--- src/core/tv_port_pkg.sv ---
// constants, register map and carrier types for the television port pin logic
// Operation
// - direction bit 0 input, 1 output
// - write to output bit updates latch, drives pin
// - output bit reads back the latch
// - input bit floats; read returns pin level
// - write to input bit only updates latch
// - fourth port bits 2,3 pick CMOS/open-drain
// - third port eight bits, same behaviour
// - fourth port two bits, same behaviour
// - fifth port two inputs, also sync inputs
// - fifth port six CMOS outputs, four OSD
// - sixth port eight CMOS output pins
// - I2C mode: four second-port pins open-drain
// - third port carries serial clock, out, in
// - two third-port pins clock timers three, two
// - fourth port pins feed analog inputs five, six
// - second port pins feed analog eight, one-three
// - second port pin feeds external interrupt three
// - oscillator pins double as sub-clock pins
// - reset makes every bidirectional pin input
package tv_port_pkg;
    // register indices on the plain register port
    localparam logic [3:0] ADDR_SECOND_DATA  = 4'h0;
    localparam logic [3:0] ADDR_SECOND_DIR   = 4'h1;
    localparam logic [3:0] ADDR_THIRD_DATA   = 4'h2;
    localparam logic [3:0] ADDR_THIRD_DIR    = 4'h3;
    localparam logic [3:0] ADDR_FOURTH_DATA  = 4'h4;
    localparam logic [3:0] ADDR_FOURTH_DIR   = 4'h5;
    localparam logic [3:0] ADDR_FIFTH_DATA   = 4'h6;
    localparam logic [3:0] ADDR_SIXTH_DATA   = 4'h7;
    localparam logic [3:0] ADDR_ALT_SELECT   = 4'h8;

    // alternate function select bits
    localparam int SEL_I2C        = 0;
    localparam int SEL_SERIAL     = 1;
    localparam int SEL_OSD_COLOUR = 2;
    localparam int SEL_OSD_AUX_B  = 3;
    localparam int SEL_OSD_OSC    = 4;
    localparam int SEL_SUB_CLOCK  = 5;

    // fourth port direction/drive register fields
    localparam int FOURTH_DIR_LSB   = 0;
    localparam int FOURTH_DRIVE_LSB = 2;

    // reset values
    localparam logic [7:0] DIR_RESET   = 8'h00;
    localparam logic [7:0] LATCH_RESET = 8'h00;
    localparam logic [7:0] SEL_RESET   = 8'h00;
    localparam logic [7:0] UNMAPPED    = 8'h00;

    // second port pin positions
    localparam int PIN_AUX_B   = 0;
    localparam int PIN_SCL_A   = 1;
    localparam int PIN_SCL_B   = 2;
    localparam int PIN_SDA_A   = 3;
    localparam int PIN_SDA_B   = 4;
    localparam int PIN_EXT_IRQ = 5;
    // third port pin positions
    localparam int PIN_SCLK    = 0;
    localparam int PIN_SOUT    = 1;
    localparam int PIN_SER_IN  = 2;
    localparam int PIN_T3_CLK  = 3;
    localparam int PIN_T2_CLK  = 4;
    localparam int PIN_OSC_IN  = 6;
    localparam int PIN_OSC_OUT = 7;

    // pad drive for one eight-pin port; drive_n low means the pin is driven
    typedef struct packed {
        logic [7:0] level;
        logic [7:0] drive_n;
    } pad_drive_t;

    // pin levels handed to the alternate function units
    typedef struct packed {
        logic       i2c_clock_line_a;
        logic       i2c_clock_line_b;
        logic       i2c_data_line_a;
        logic       i2c_data_line_b;
        logic       ext_interrupt_three;
        logic       serial_clock_in;
        logic       serial_data_in_pin;
        logic       timer_three_ext_clock;
        logic       timer_two_ext_clock;
        logic       osd_osc_input;
        logic       sub_clock_input;
        logic       osd_hsync;
        logic       osd_vsync;
    } alt_in_t;
endpackage : tv_port_pkg

--- src/core/tv_mcu_port_pin_logic.sv ---
// port pin logic: latches, directions, alternate functions and register port
`timescale 1ns/1ps
`default_nettype none
module tv_mcu_port_pin_logic
    import tv_port_pkg::*;
(
    input  wire logic       I_MCLK,
    input  wire logic       I_RST,
    input  wire logic [3:0] I_ADDR,
    input  wire logic [7:0] I_WDATA,
    input  wire logic       I_WR,
    input  wire logic       I_RD,
    input  wire logic [7:0] I_SECOND_PIN,
    input  wire logic [7:0] I_THIRD_PIN,
    input  wire logic [1:0] I_FOURTH_PIN,
    input  wire logic [1:0] I_FIFTH_PIN,
    input  wire logic       I_I2C_CLOCK_LINE_A,
    input  wire logic       I_I2C_CLOCK_LINE_B,
    input  wire logic       I_I2C_DATA_LINE_A,
    input  wire logic       I_I2C_DATA_LINE_B,
    input  wire logic       I_SERIAL_CLOCK_OUT,
    input  wire logic       I_SERIAL_DATA_OUT,
    input  wire logic [3:0] I_OSD_COLOUR,
    input  wire logic       I_OSD_AUX_OUTPUT_B,
    input  wire logic       I_OSD_OSC_OUTPUT,
    input  wire logic       I_SUB_CLOCK_OUTPUT,
    output logic [7:0]      O_RDATA,
    output pad_drive_t      O_SECOND_PAD,
    output pad_drive_t      O_THIRD_PAD,
    output logic [1:0]      O_FOURTH_LEVEL,
    output logic [1:0]      O_FOURTH_DRIVE_N,
    output logic [5:0]      O_FIFTH_OUT,
    output logic [7:0]      O_SIXTH_OUT,
    output alt_in_t         O_ALT_IN
);

    // one pad group: alternate function wins over latch, open-drain only pulls low
    function automatic pad_drive_t pad_next(
        input logic [7:0] dir,
        input logic [7:0] latch,
        input logic [7:0] alt_en,
        input logic [7:0] alt_val,
        input logic [7:0] od
    );
        logic [7:0] val;
        logic [7:0] drv;
        val = (alt_en & alt_val) | (~alt_en & latch);
        drv = alt_en | dir;
        pad_next.level   = val & ~od;
        pad_next.drive_n = ~(drv & ~(od & val));
    endfunction : pad_next

    logic [7:0] second_latch;
    logic [7:0] second_dir;
    logic [7:0] third_latch;
    logic [7:0] third_dir;
    logic [1:0] fourth_latch;
    logic [7:0] fourth_ctrl;
    logic [5:0] fifth_latch;
    logic [7:0] sixth_latch;
    logic [7:0] alt_sel;

    logic [7:0] second_s1;
    logic [7:0] second_s2;
    logic [7:0] third_s1;
    logic [7:0] third_s2;
    logic [1:0] fourth_s1;
    logic [1:0] fourth_s2;
    logic [1:0] fifth_s1;
    logic [1:0] fifth_s2;

    // address decode
    wire wr_second_data = I_WR && (I_ADDR == ADDR_SECOND_DATA);
    wire wr_second_dir  = I_WR && (I_ADDR == ADDR_SECOND_DIR);
    wire wr_third_data  = I_WR && (I_ADDR == ADDR_THIRD_DATA);
    wire wr_third_dir   = I_WR && (I_ADDR == ADDR_THIRD_DIR);
    wire wr_fourth_data = I_WR && (I_ADDR == ADDR_FOURTH_DATA);
    wire wr_fourth_dir  = I_WR && (I_ADDR == ADDR_FOURTH_DIR);
    wire wr_fifth_data  = I_WR && (I_ADDR == ADDR_FIFTH_DATA);
    wire wr_sixth_data  = I_WR && (I_ADDR == ADDR_SIXTH_DATA);
    wire wr_alt_sel     = I_WR && (I_ADDR == ADDR_ALT_SELECT);

    wire sel_i2c    = alt_sel[SEL_I2C];
    wire sel_serial = alt_sel[SEL_SERIAL];
    wire sel_colour = alt_sel[SEL_OSD_COLOUR];
    wire sel_aux_b  = alt_sel[SEL_OSD_AUX_B];
    wire sel_osc    = alt_sel[SEL_OSD_OSC];
    wire sel_sub    = alt_sel[SEL_SUB_CLOCK];

    wire [1:0] fourth_dir   = fourth_ctrl[FOURTH_DIR_LSB +: 2];
    wire [1:0] fourth_drive = fourth_ctrl[FOURTH_DRIVE_LSB +: 2];

    // read view: output bits give the latch, input bits the synchronised pin
    wire [7:0] second_view = (second_dir & second_latch) | (~second_dir & second_s2);
    wire [7:0] third_view  = (third_dir & third_latch) | (~third_dir & third_s2);
    wire [1:0] fourth_view = (fourth_dir & fourth_latch) | (~fourth_dir & fourth_s2);

    // read mux; unmapped indices answer zero
    logic [7:0] next_rdata;
    always_comb
    begin
        case (I_ADDR)
            ADDR_SECOND_DATA: next_rdata = second_view;
            ADDR_SECOND_DIR:  next_rdata = second_dir;
            ADDR_THIRD_DATA:  next_rdata = third_view;
            ADDR_THIRD_DIR:   next_rdata = third_dir;
            ADDR_FOURTH_DATA: next_rdata = {6'h00, fourth_view};
            ADDR_FOURTH_DIR:  next_rdata = {4'h0, fourth_ctrl[3:0]};
            ADDR_FIFTH_DATA:  next_rdata = {fifth_latch, fifth_s2};
            ADDR_SIXTH_DATA:  next_rdata = sixth_latch;
            ADDR_ALT_SELECT:  next_rdata = {2'h0, alt_sel[5:0]};
            default:          next_rdata = UNMAPPED;
        endcase
    end

    // second port alternates: aux output b on bit 0, I2C lines on bits 1-4
    wire [7:0] second_alt_en  = {3'h0, {4{sel_i2c}}, sel_aux_b};
    wire [7:0] second_alt_val = {3'h0, I_I2C_DATA_LINE_B, I_I2C_DATA_LINE_A,
                                 I_I2C_CLOCK_LINE_B, I_I2C_CLOCK_LINE_A,
                                 I_OSD_AUX_OUTPUT_B};
    wire [7:0] second_od      = {3'h0, {4{sel_i2c}}, 1'h0};

    // third port alternates: serial clock/data out, oscillator or sub-clock out
    wire       osc_drive     = sel_osc | sel_sub;
    wire       osc_val       = sel_osc ? I_OSD_OSC_OUTPUT : I_SUB_CLOCK_OUTPUT;
    wire [7:0] third_alt_en  = {osc_drive, 5'h00, {2{sel_serial}}};
    wire [7:0] third_alt_val = {osc_val, 5'h00, I_SERIAL_DATA_OUT, I_SERIAL_CLOCK_OUT};
    wire [7:0] third_od      = {6'h00, {2{sel_serial}}};

    // the oscillator input pin is never driven by the port in oscillator modes
    wire [7:0] third_dir_eff = third_dir & ~{1'h0, osc_drive, 6'h00};

    wire pad_drive_t next_second = pad_next(second_dir, second_latch, second_alt_en,
                                            second_alt_val, second_od);
    wire pad_drive_t next_third  = pad_next(third_dir_eff, third_latch, third_alt_en,
                                            third_alt_val, third_od);
    wire pad_drive_t next_fourth = pad_next({6'h00, fourth_dir}, {6'h00, fourth_latch},
                                            8'h00, 8'h00, {6'h00, fourth_drive});

    // fifth port outputs: OSD red, green, blue, aux a replace latch bits 0-3
    wire [5:0] next_fifth = {fifth_latch[5:4],
                             sel_colour ? I_OSD_COLOUR : fifth_latch[3:0]};

    // pin synchronisers; only the second stage feeds logic
    always_ff @(posedge I_MCLK or posedge I_RST)
    begin
        if (I_RST)
        begin
            second_s1 <= 8'h00;
            second_s2 <= 8'h00;
            third_s1  <= 8'h00;
            third_s2  <= 8'h00;
            fourth_s1 <= 2'h0;
            fourth_s2 <= 2'h0;
            fifth_s1  <= 2'h0;
            fifth_s2  <= 2'h0;
        end
        else
        begin
            second_s1 <= I_SECOND_PIN;
            second_s2 <= second_s1;
            third_s1  <= I_THIRD_PIN;
            third_s2  <= third_s1;
            fourth_s1 <= I_FOURTH_PIN;
            fourth_s2 <= fourth_s1;
            fifth_s1  <= I_FIFTH_PIN;
            fifth_s2  <= fifth_s1;
        end
    end

    // direction registers; reset leaves every bidirectional pin floating
    always_ff @(posedge I_MCLK or posedge I_RST)
    begin
        if (I_RST)
        begin
            second_dir  <= DIR_RESET;
            third_dir   <= DIR_RESET;
            fourth_ctrl <= DIR_RESET;
            alt_sel     <= SEL_RESET;
        end
        else
        begin
            if (wr_second_dir)
                second_dir <= I_WDATA;
            if (wr_third_dir)
                third_dir <= I_WDATA;
            if (wr_fourth_dir)
                fourth_ctrl <= {4'h0, I_WDATA[3:0]};
            if (wr_alt_sel)
                alt_sel <= {2'h0, I_WDATA[5:0]};
        end
    end

    // port latches take writes whatever the direction; input bits keep floating
    always_ff @(posedge I_MCLK or posedge I_RST)
    begin
        if (I_RST)
        begin
            second_latch <= LATCH_RESET;
            third_latch  <= LATCH_RESET;
            fourth_latch <= 2'h0;
            fifth_latch  <= 6'h00;
            sixth_latch  <= LATCH_RESET;
        end
        else
        begin
            if (wr_second_data)
                second_latch <= I_WDATA;
            if (wr_third_data)
                third_latch <= I_WDATA;
            if (wr_fourth_data)
                fourth_latch <= I_WDATA[1:0];
            if (wr_fifth_data)
                fifth_latch <= I_WDATA[7:2];
            if (wr_sixth_data)
                sixth_latch <= I_WDATA;
        end
    end

    // registered pads and read data; one cycle of delay keeps outputs glitch free
    always_ff @(posedge I_MCLK or posedge I_RST)
    begin
        if (I_RST)
        begin
            O_RDATA          <= 8'h00;
            O_SECOND_PAD     <= '{level: 8'h00, drive_n: 8'hFF};
            O_THIRD_PAD      <= '{level: 8'h00, drive_n: 8'hFF};
            O_FOURTH_LEVEL   <= 2'h0;
            O_FOURTH_DRIVE_N <= 2'h3;
            O_FIFTH_OUT      <= 6'h00;
            O_SIXTH_OUT      <= 8'h00;
        end
        else
        begin
            O_RDATA          <= I_RD ? next_rdata : 8'h00;
            O_SECOND_PAD     <= next_second;
            O_THIRD_PAD      <= next_third;
            O_FOURTH_LEVEL   <= next_fourth.level[1:0];
            O_FOURTH_DRIVE_N <= next_fourth.drive_n[1:0];
            O_FIFTH_OUT      <= next_fifth;
            O_SIXTH_OUT      <= sixth_latch;
        end
    end

    // pin levels to the function units; analog pins reach the converter directly
    alt_in_t next_alt_in;
    always_comb
    begin
        next_alt_in.i2c_clock_line_a      = second_s2[PIN_SCL_A];
        next_alt_in.i2c_clock_line_b      = second_s2[PIN_SCL_B];
        next_alt_in.i2c_data_line_a       = second_s2[PIN_SDA_A];
        next_alt_in.i2c_data_line_b       = second_s2[PIN_SDA_B];
        next_alt_in.ext_interrupt_three   = second_s2[PIN_EXT_IRQ];
        next_alt_in.serial_clock_in       = third_s2[PIN_SCLK];
        next_alt_in.serial_data_in_pin    = third_s2[PIN_SER_IN];
        next_alt_in.timer_three_ext_clock = third_s2[PIN_T3_CLK];
        next_alt_in.timer_two_ext_clock   = third_s2[PIN_T2_CLK];
        next_alt_in.osd_osc_input         = third_s2[PIN_OSC_IN] & sel_osc;
        next_alt_in.sub_clock_input       = third_s2[PIN_OSC_IN] & sel_sub;
        next_alt_in.osd_hsync             = fifth_s2[0];
        next_alt_in.osd_vsync             = fifth_s2[1];
    end

    // pin levels to the function units registered once more, three cycles after the pins
    always_ff @(posedge I_MCLK or posedge I_RST)
    begin
        if (I_RST)
            O_ALT_IN <= '0;
        else
            O_ALT_IN <= next_alt_in;
    end

    // checks
    input_floats_a: assert property (@(posedge I_MCLK) disable iff (I_RST)
        (second_dir == 8'h00 && !sel_i2c && !sel_aux_b) |=> (O_SECOND_PAD.drive_n == 8'hFF))
        else $error("input bits of second port are driven");

    latch_readback_a: assert property (@(posedge I_MCLK) disable iff (I_RST)
        (I_RD && I_ADDR == ADDR_THIRD_DATA && third_dir == 8'hFF)
        |=> (O_RDATA == $past(third_latch)))
        else $error("output bit read does not return latch");

    pin_readback_a: assert property (@(posedge I_MCLK) disable iff (I_RST)
        (I_RD && I_ADDR == ADDR_SECOND_DATA && second_dir == 8'h00)
        |=> (O_RDATA == $past(second_s2)))
        else $error("input bit read does not return pin level");

    latch_drives_a: assert property (@(posedge I_MCLK) disable iff (I_RST)
        (wr_sixth_data && !I_RST) |=> ##1 (O_SIXTH_OUT == $past(I_WDATA, 2)))
        else $error("sixth port write did not reach its pins in two cycles");

    open_drain_high_a: assert property (@(posedge I_MCLK) disable iff (I_RST)
        (fourth_drive[0] && fourth_dir[0] && fourth_latch[0])
        |=> (O_FOURTH_DRIVE_N[0] && !O_FOURTH_LEVEL[0]))
        else $error("open-drain fourth port pin drives high");

    i2c_pull_low_a: assert property (@(posedge I_MCLK) disable iff (I_RST)
        (sel_i2c && !I_I2C_CLOCK_LINE_A)
        |=> (!O_SECOND_PAD.drive_n[PIN_SCL_A] && !O_SECOND_PAD.level[PIN_SCL_A]))
        else $error("I2C clock line a not pulled low");

    i2c_release_a: assert property (@(posedge I_MCLK) disable iff (I_RST)
        (sel_i2c && I_I2C_DATA_LINE_B) |=> O_SECOND_PAD.drive_n[PIN_SDA_B])
        else $error("I2C data line b driven while released");

    osd_override_a: assert property (@(posedge I_MCLK) disable iff (I_RST)
        sel_colour |=> (O_FIFTH_OUT[3:0] == $past(I_OSD_COLOUR)))
        else $error("OSD colour does not override fifth port latch");

    sync_delay_a: assert property (@(posedge I_MCLK) disable iff (I_RST)
        (!$past(I_RST) && !$past(I_RST, 2) && !$past(I_RST, 3))
        |-> (O_ALT_IN.osd_hsync == $past(I_FIFTH_PIN[0], 3)))
        else $error("horizontal sync not passed in three cycles");

    vsync_delay_a: assert property (@(posedge I_MCLK) disable iff (I_RST)
        (!$past(I_RST) && !$past(I_RST, 2) && !$past(I_RST, 3))
        |-> (O_ALT_IN.osd_vsync == $past(I_FIFTH_PIN[1], 3)))
        else $error("vertical sync not passed in three cycles");

    // bits 2-5 of the third port have no alternate output, so direction alone decides
    dir_drives_a: assert property (@(posedge I_MCLK) disable iff (I_RST)
        1'b1 |=> (O_THIRD_PAD.drive_n[5:2] == ~$past(third_dir[5:2])))
        else $error("third port direction does not set pin drive");

    input_write_a: assert property (@(posedge I_MCLK) disable iff (I_RST)
        (wr_second_data && second_dir[7:5] == 3'h0 && !wr_second_dir)
        |=> ##1 (O_SECOND_PAD.drive_n[7:5] == 3'h7))
        else $error("write to input bits drove the pins");

    fourth_readback_a: assert property (@(posedge I_MCLK) disable iff (I_RST)
        (I_RD && I_ADDR == ADDR_FOURTH_DATA && fourth_dir == 2'h3)
        |=> (O_RDATA == {6'h00, $past(fourth_latch)}))
        else $error("fourth port output read does not return latch");

    cmos_drive_a: assert property (@(posedge I_MCLK) disable iff (I_RST)
        (!fourth_drive[1] && fourth_dir[1])
        |=> (!O_FOURTH_DRIVE_N[1] && O_FOURTH_LEVEL[1] == $past(fourth_latch[1])))
        else $error("push-pull fourth port pin not driven from latch");

    fifth_high_a: assert property (@(posedge I_MCLK) disable iff (I_RST)
        wr_fifth_data |=> ##1 (O_FIFTH_OUT[5:4] == $past(I_WDATA[7:6], 2)))
        else $error("fifth port upper outputs not updated");

    serial_clock_a: assert property (@(posedge I_MCLK) disable iff (I_RST)
        (sel_serial && !I_SERIAL_CLOCK_OUT)
        |=> (!O_THIRD_PAD.drive_n[PIN_SCLK] && !O_THIRD_PAD.level[PIN_SCLK]))
        else $error("serial clock pin not pulled low");

    timer_two_a: assert property (@(posedge I_MCLK) disable iff (I_RST)
        (!$past(I_RST) && !$past(I_RST, 2) && !$past(I_RST, 3))
        |-> (O_ALT_IN.timer_two_ext_clock == $past(I_THIRD_PIN[PIN_T2_CLK], 3)))
        else $error("timer two clock pin not passed in three cycles");

    int_three_a: assert property (@(posedge I_MCLK) disable iff (I_RST)
        (!$past(I_RST) && !$past(I_RST, 2) && !$past(I_RST, 3))
        |-> (O_ALT_IN.ext_interrupt_three == $past(I_SECOND_PIN[PIN_EXT_IRQ], 3)))
        else $error("interrupt pin not passed in three cycles");

    sub_clock_a: assert property (@(posedge I_MCLK) disable iff (I_RST)
        (sel_sub && !sel_osc)
        |=> (!O_THIRD_PAD.drive_n[PIN_OSC_OUT]
             && O_THIRD_PAD.level[PIN_OSC_OUT] == $past(I_SUB_CLOCK_OUTPUT)))
        else $error("sub-clock output does not reach its pin");

    reset_float_a: assert property (@(posedge I_MCLK) disable iff (I_RST)
        $past(I_RST) |-> (second_dir == 8'h00 && third_dir == 8'h00 && fourth_dir == 2'h0
            && O_SECOND_PAD.drive_n == 8'hFF && O_THIRD_PAD.drive_n == 8'hFF
            && O_FOURTH_DRIVE_N == 2'h3))
        else $error("bidirectional pins not floating after reset");

    aux_output_a: assert property (@(posedge I_MCLK) disable iff (I_RST)
        sel_aux_b |=> (!O_SECOND_PAD.drive_n[PIN_AUX_B]
            && O_SECOND_PAD.level[PIN_AUX_B] == $past(I_OSD_AUX_OUTPUT_B)))
        else $error("aux output b does not override second port latch");

endmodule : tv_mcu_port_pin_logic
`default_nettype wire

--- config.mk ---
export PLATFORM = sky130hd
export DESIGN_NAME = tv_mcu_port_pin_logic
export DESIGN_NICKNAME = d
export VERILOG_FILES = /design/src/core/tv_port_pkg.sv /design/src/core/tv_mcu_port_pin_logic.sv
export SDC_FILE = /design/constraint.sdc
export NUM_CORES = 1
export LEC_CHECK = 0
export BUFFER_PORTS_ARGS = -buffer_cell sky130_fd_sc_hd__clkbuf_2
export CORE_ASPECT_RATIO = 2
export CORE_UTILIZATION = 40
export DETAILED_ROUTE_END_ITERATION = 10
export SETUP_SLACK_MARGIN = 0.15
export SLEW_MARGIN = 15
export SYNTH_ARGS = -nofsm -noshare
export SYNTH_HDL_FRONTEND = slang
export SYNTH_SLANG_ARGS = --single-unit
--- constraint.sdc ---
create_clock -name I_MCLK -period 6.5 [get_ports I_MCLK]
set_input_delay 1.3 -clock I_MCLK [delete_from_list [all_inputs] [get_ports I_MCLK]]
set_output_delay 1.3 -clock I_MCLK [all_outputs]
set_load 0.05 [all_outputs]
# Word-level counts from Yosys, hierarchy flattened
# Cells that the tools add are included.
dict set report word_totals {
  reg_bits 169
  out_inout_bits 71
  elab_cells 106
}
dict set report op_classes {
  eq_ne 8
  muxes 4
  bitwise 45
  reduce_logical 10
}
# operator count
set op_table {}
lappend op_table {{8-bit AND} 12}
lappend op_table {{8-bit case mux with 9 select lines} 1}
lappend op_table {{8-bit inverter} 7}
lappend op_table {{8-bit bitwise OR} 4}
lappend op_table {{4-bit by 3-bit == test with 1-bit output, second input constant} 4}
lappend op_table {{5-bit inverter with 8-bit output} 2}
lappend op_table {{5-bit by 8-bit bitwise OR with 8-bit output} 2}
lappend op_table {{2-bit AND} 5}
lappend op_table {{1-bit logical AND} 9}
lappend op_table {{2-bit by 8-bit AND with 8-bit output} 1}
lappend op_table {{5-bit by 8-bit AND with 8-bit output} 1}
lappend op_table {{4-bit by 2-bit == test with 1-bit output, second input constant} 2}
lappend op_table {{8-bit two-way mux} 1}
lappend op_table {{2-bit inverter} 4}
lappend op_table {{2-bit inverter with 8-bit output} 1}
lappend op_table {{7-bit inverter with 8-bit output} 1}
lappend op_table {{5-bit AND} 1}
lappend op_table {{4-bit by 1-bit == test with 1-bit output, second input constant} 1}
lappend op_table {{4-bit == test, second input constant} 1}
lappend op_table {{4-bit zero test} 1}
lappend op_table {{4-bit two-way mux} 1}
lappend op_table {{1-bit AND} 2}
lappend op_table {{2-bit bitwise OR} 1}
lappend op_table {{1-bit two-way mux} 1}
lappend op_table {{1-bit bitwise OR} 1}

# Longest topological paths before layout
dict set report depth {
  word_depth 8
  mapped_depth 6
}

# Worst setup path before layout
# No wires, ideal clock.
dict set report synth_timing {
  path_kind {input -> register}
  startpoint {in I_ADDR[3]}
  endpoint {reg third_dir[0]}
  setup_time_ps 125
  arrival_ps 2447
  required_time_ps 6375
  setup_slack_ps 3928
  path_stages 4
  n_path_buf 1
  cell_sequence {nor3b_1 and2b_1 buf_2 mux2_2}
}
dict set report synth_between {
  elab_chain_len 2
}
# item line_no
set synth_lines {}
lappend synth_lines {{start: declaration} tv_mcu_port_pin_logic.sv:9} ;# input wire logic [3:0] I_ADDR,
lappend synth_lines {{4-bit by 2-bit == test with 1-bit output} tv_mcu_port_pin_logic.sv:76} ;# wire wr_third_dir = I_WR && (I_ADDR == ADDR_THIRD_DIR);
lappend synth_lines {{1-bit logical AND} tv_mcu_port_pin_logic.sv:76}
lappend synth_lines {{end signal: assignment} tv_mcu_port_pin_logic.sv:177} ;# third_dir <= DIR_RESET;
lappend synth_lines {{end signal: assignment} tv_mcu_port_pin_logic.sv:186} ;# third_dir <= I_WDATA;
lappend synth_lines {{end: declaration} tv_mcu_port_pin_logic.sv:56} ;# logic [7:0] third_dir;
# No other way between the ends.
# A chain may end at the register's enable or synchronous reset.

# Final worst setup path
dict set report layout_timing {
  startpoint {in I_ADDR[1]}
  endpoint {reg third_dir[6]}
}
# The elaborated chain is that of the path after synthesis.

==> impl_results.md <==
- Die X-Extent: 88.1 microns
- Status: finished, final reports clean
- Final Max Tran Viols: 0
- Async set-or-reset flop fraction in the synthesized netlist: 1.00
- Max Clk Rate: 345 MHz
- Clock latency at the later pin of the worst-skew pair: 420 ps
- Reg2reg start: second_dir[4]$_DFFE_PP0P_
- Post-Route Skew: 6.17 ps
- Actual transition at the worst max-transition pin: 992 ps
- Row Count: 62
- Antenna-violating nets left: 0
- Kind of launch point of the worst setup path: input port
- Final critical-path required period: 2900 ps
- Setup tns final: 0 ps
- Cells after synthesis: 393
- Clock input transition at the sequential cells of the worst setup and hold paths: 60 ps
- Number of iterations in the first detailed-routing pass: 5
- Final-report setup violation count: 0
- Vertical die dimension: 174 microns
- Pleak: 0.00339 uW
- Count of fill cells added during filler insertion: 1319
- Maximum ir drop on the vdd rail: 187 uV
- Net count after synthesis: 442
- Synth-to-layout area growth: 23.4%
- Synthesized flop and latch total: 169
- Count of yosys warnings during synthesis: 0
- Area of the core region: 14400 sq um
- Number of inserted diodes: 0
- Cell area after technology mapping: 5930 sq um
- Critical path class: input port to flop
- Via count of the first global-routing pass: 3776
- WL/cell: 18.9 microns
- Hold path startpoint: second_s1[5]$_DFF_PP0_
- Required time of the worst setup path: 6800 ps
- Mean cell area of the mapped netlist: 15.1 sq um
- Worst hold path type: flop to flop
- Area of the multi-input gates: 1590 sq um
- Total number of H-tree levels: 4
- Largest fanout on the critical path: 21
- Most frequent standard cell in the layout excluding fill and tap cells: dfrtp_1
- GRT overflow: 0
- Clock sink count: 169
- Final design utilization: 0.507
- Post-layout nets: 570
- Final routed DRC violation total: 0
- Count of instances resized after the clock tree is built: 0
- Starting utilization of the core area: 0.411
- Number of flops mapped to enable cells by yosys: 0
- Unrepaired setup endpoints after global routing: no
- Commonest cells after routing, fill and taps aside: dfrtp_1, clkbuf_2, mux2_2, o21ai_0, nand2_1
- Crit path DAT: 3200 ps
- Total half-perimeter wirelength after legalization and detailed placement: 9.79 mm
- Detailed-route vias per instance: 4.98
- First-pass GRT wire length: 21.1 mm
- Sequential standard cell area: 4250 sq um
- Top Ports: 120
- TritonCTS clock tree: yes
- Total length of routed wires: 13.7 mm
- Number of DRC markers in iteration 0: 214
- Share of the cycle needed by the critical path after routing: 0.446
- Power per unit of standard cell area: 411 nW/um^2
- Area of the die: 15400 sq um
- Max-cap violations: 0
- TritonCTS buffer count: 17
- Final estimated routing congestion in global placement: 0.879
- Clock Root Buffer: clkbuf_16
- Number of setup buffers added after CTS: 0
- Sequential area share after synthesis: 0.717
- Critical path startpoint: I_ADDR[1]
- Hold-fix buffers, CTS: 0
- Share of post-route cells with drive strength above 1: 0.451
- Via total after detailed routing: 3613
- Count of endpoints failing hold in the final timing report: 0
- Global router's overall resource usage: 0.193
- Crit. End Element: flop
- IO Port Bufs: 119
- Worst relative slew slack: 0.333
- Dominant synthesized flop cell: dfrtp_1
- Number of buffers on the longest clock path: 2
- Antenna violations before repair: 0
- Maximum number of pins on one net before global-route repair: 88
- Library cells used by synthesis: 40
[Yosys cell counts, drive strengths merged, types with 3 or more instances]
cell,instances,share of area
a22oi,5,0.0063
nand2b,8,0.0089
nor3,5,0.0042
nand2,28,0.018
o21ai,29,0.024
mux2i,5,0.0084
buf,7,0.0063
clkbuf,5,0.0032
mux2,64,0.12
a21oi,8,0.0067
dfrtp,151,0.64
nor2b,9,0.0095
a221oi,4,0.0059
dfstp,18,0.080
nor2,5,0.0032
inv,10,0.0063
and2,4,0.0042
a22o,3,0.0044
[power breakdown]
part           total (uW)  internal, uW  leakage (uW)  switching [uW]
sequential           1380          1250       0.00203             132
combinational         635           184       0.00109             451
clock                 986           571      0.000276             415
total                3010          2010       0.00339             998
[kinds of logic (layout without fill, tap and decap cells)]
kind of cell,after synthesis,count (layout),synth area share
flip-flops,169,169,0.717
AND/OR/NAND/NOR,72,72,0.0690
buffers and inverters,22,163,0.0158
AO/OA/AOI/OAI,59,59,0.0610
multiplexers,71,71,0.138
[through the flow]
step	setup slack, ps	total power [uW]	hold slack (ps)	std cells	instance area, sq um
after detailed placement	3170	2050	336	694	6740
final	3600	3010	345	726	7320
after global placement	3230	2030	332	694	6740
after floorplan	655	1850	331	393	5930
after global routing	3490	3130	353	726	7320
after CTS	3630	3030	350	726	7310
[layout make-up]
type,instances,share of cell area
flip-flops and latches,169,0.581
multi-input cells,202,0.218
clock inverters,13,0.0197
inverters,10,0.00581
repair buffers,121,0.0839
clock buffers,19,0.0592
well taps,192,0.0328
[registers in the layout, summed over array words and instances, names as in the netlist, 4 cells and up]
name,count
O_SECOND_PAD,16
third_s2,8
third_dir,8
third_s1,8
second_latch,8
alt_sel,6
fourth_ctrl,4
second_s1,8
O_ALT_IN,13
second_s2,8
O_THIRD_PAD,16
O_FIFTH_OUT,6
second_dir,8
fifth_latch,6
O_RDATA,8
sixth_latch,8
third_latch,8
O_SIXTH_OUT,8
[per-layer routing]
| layer | track usage | part of all wire |
|---|---|---|
| met5 | 0 | 0 |
| met4 | 0.0914 | 0.034 |
| met3 | 0.0437 | 0.040 |
| met2 | 0.344 | 0.57 |
| met1 | 0.211 | 0.36 |
[critical path, stage by stage]
cell and delay (ps):
clkbuf_2 360, nor3b_1 620, and2b_1 520, mux2_2 390
[worst paths after layout]
path | to | slack, ps | cells past startpoint
min reg2reg | second_s2[5]$_DFF_PP0_ | 350 | 0
max reg2reg | O_RDATA[4]$_DFF_PP0_ | 5030 | 3
min in group asynchronous | O_THIRD_PAD[11]$_DFF_PP0_ | 760 | 2
min | second_s2[5]$_DFF_PP0_ | 350 | 0
max | third_dir[6]$_DFFE_PP0P_ | 3600 | 4
max in group asynchronous | O_RDATA[6]$_DFF_PP0_ | 4640 | 3
Note: power is estimated with default switching activity, not from simulation.
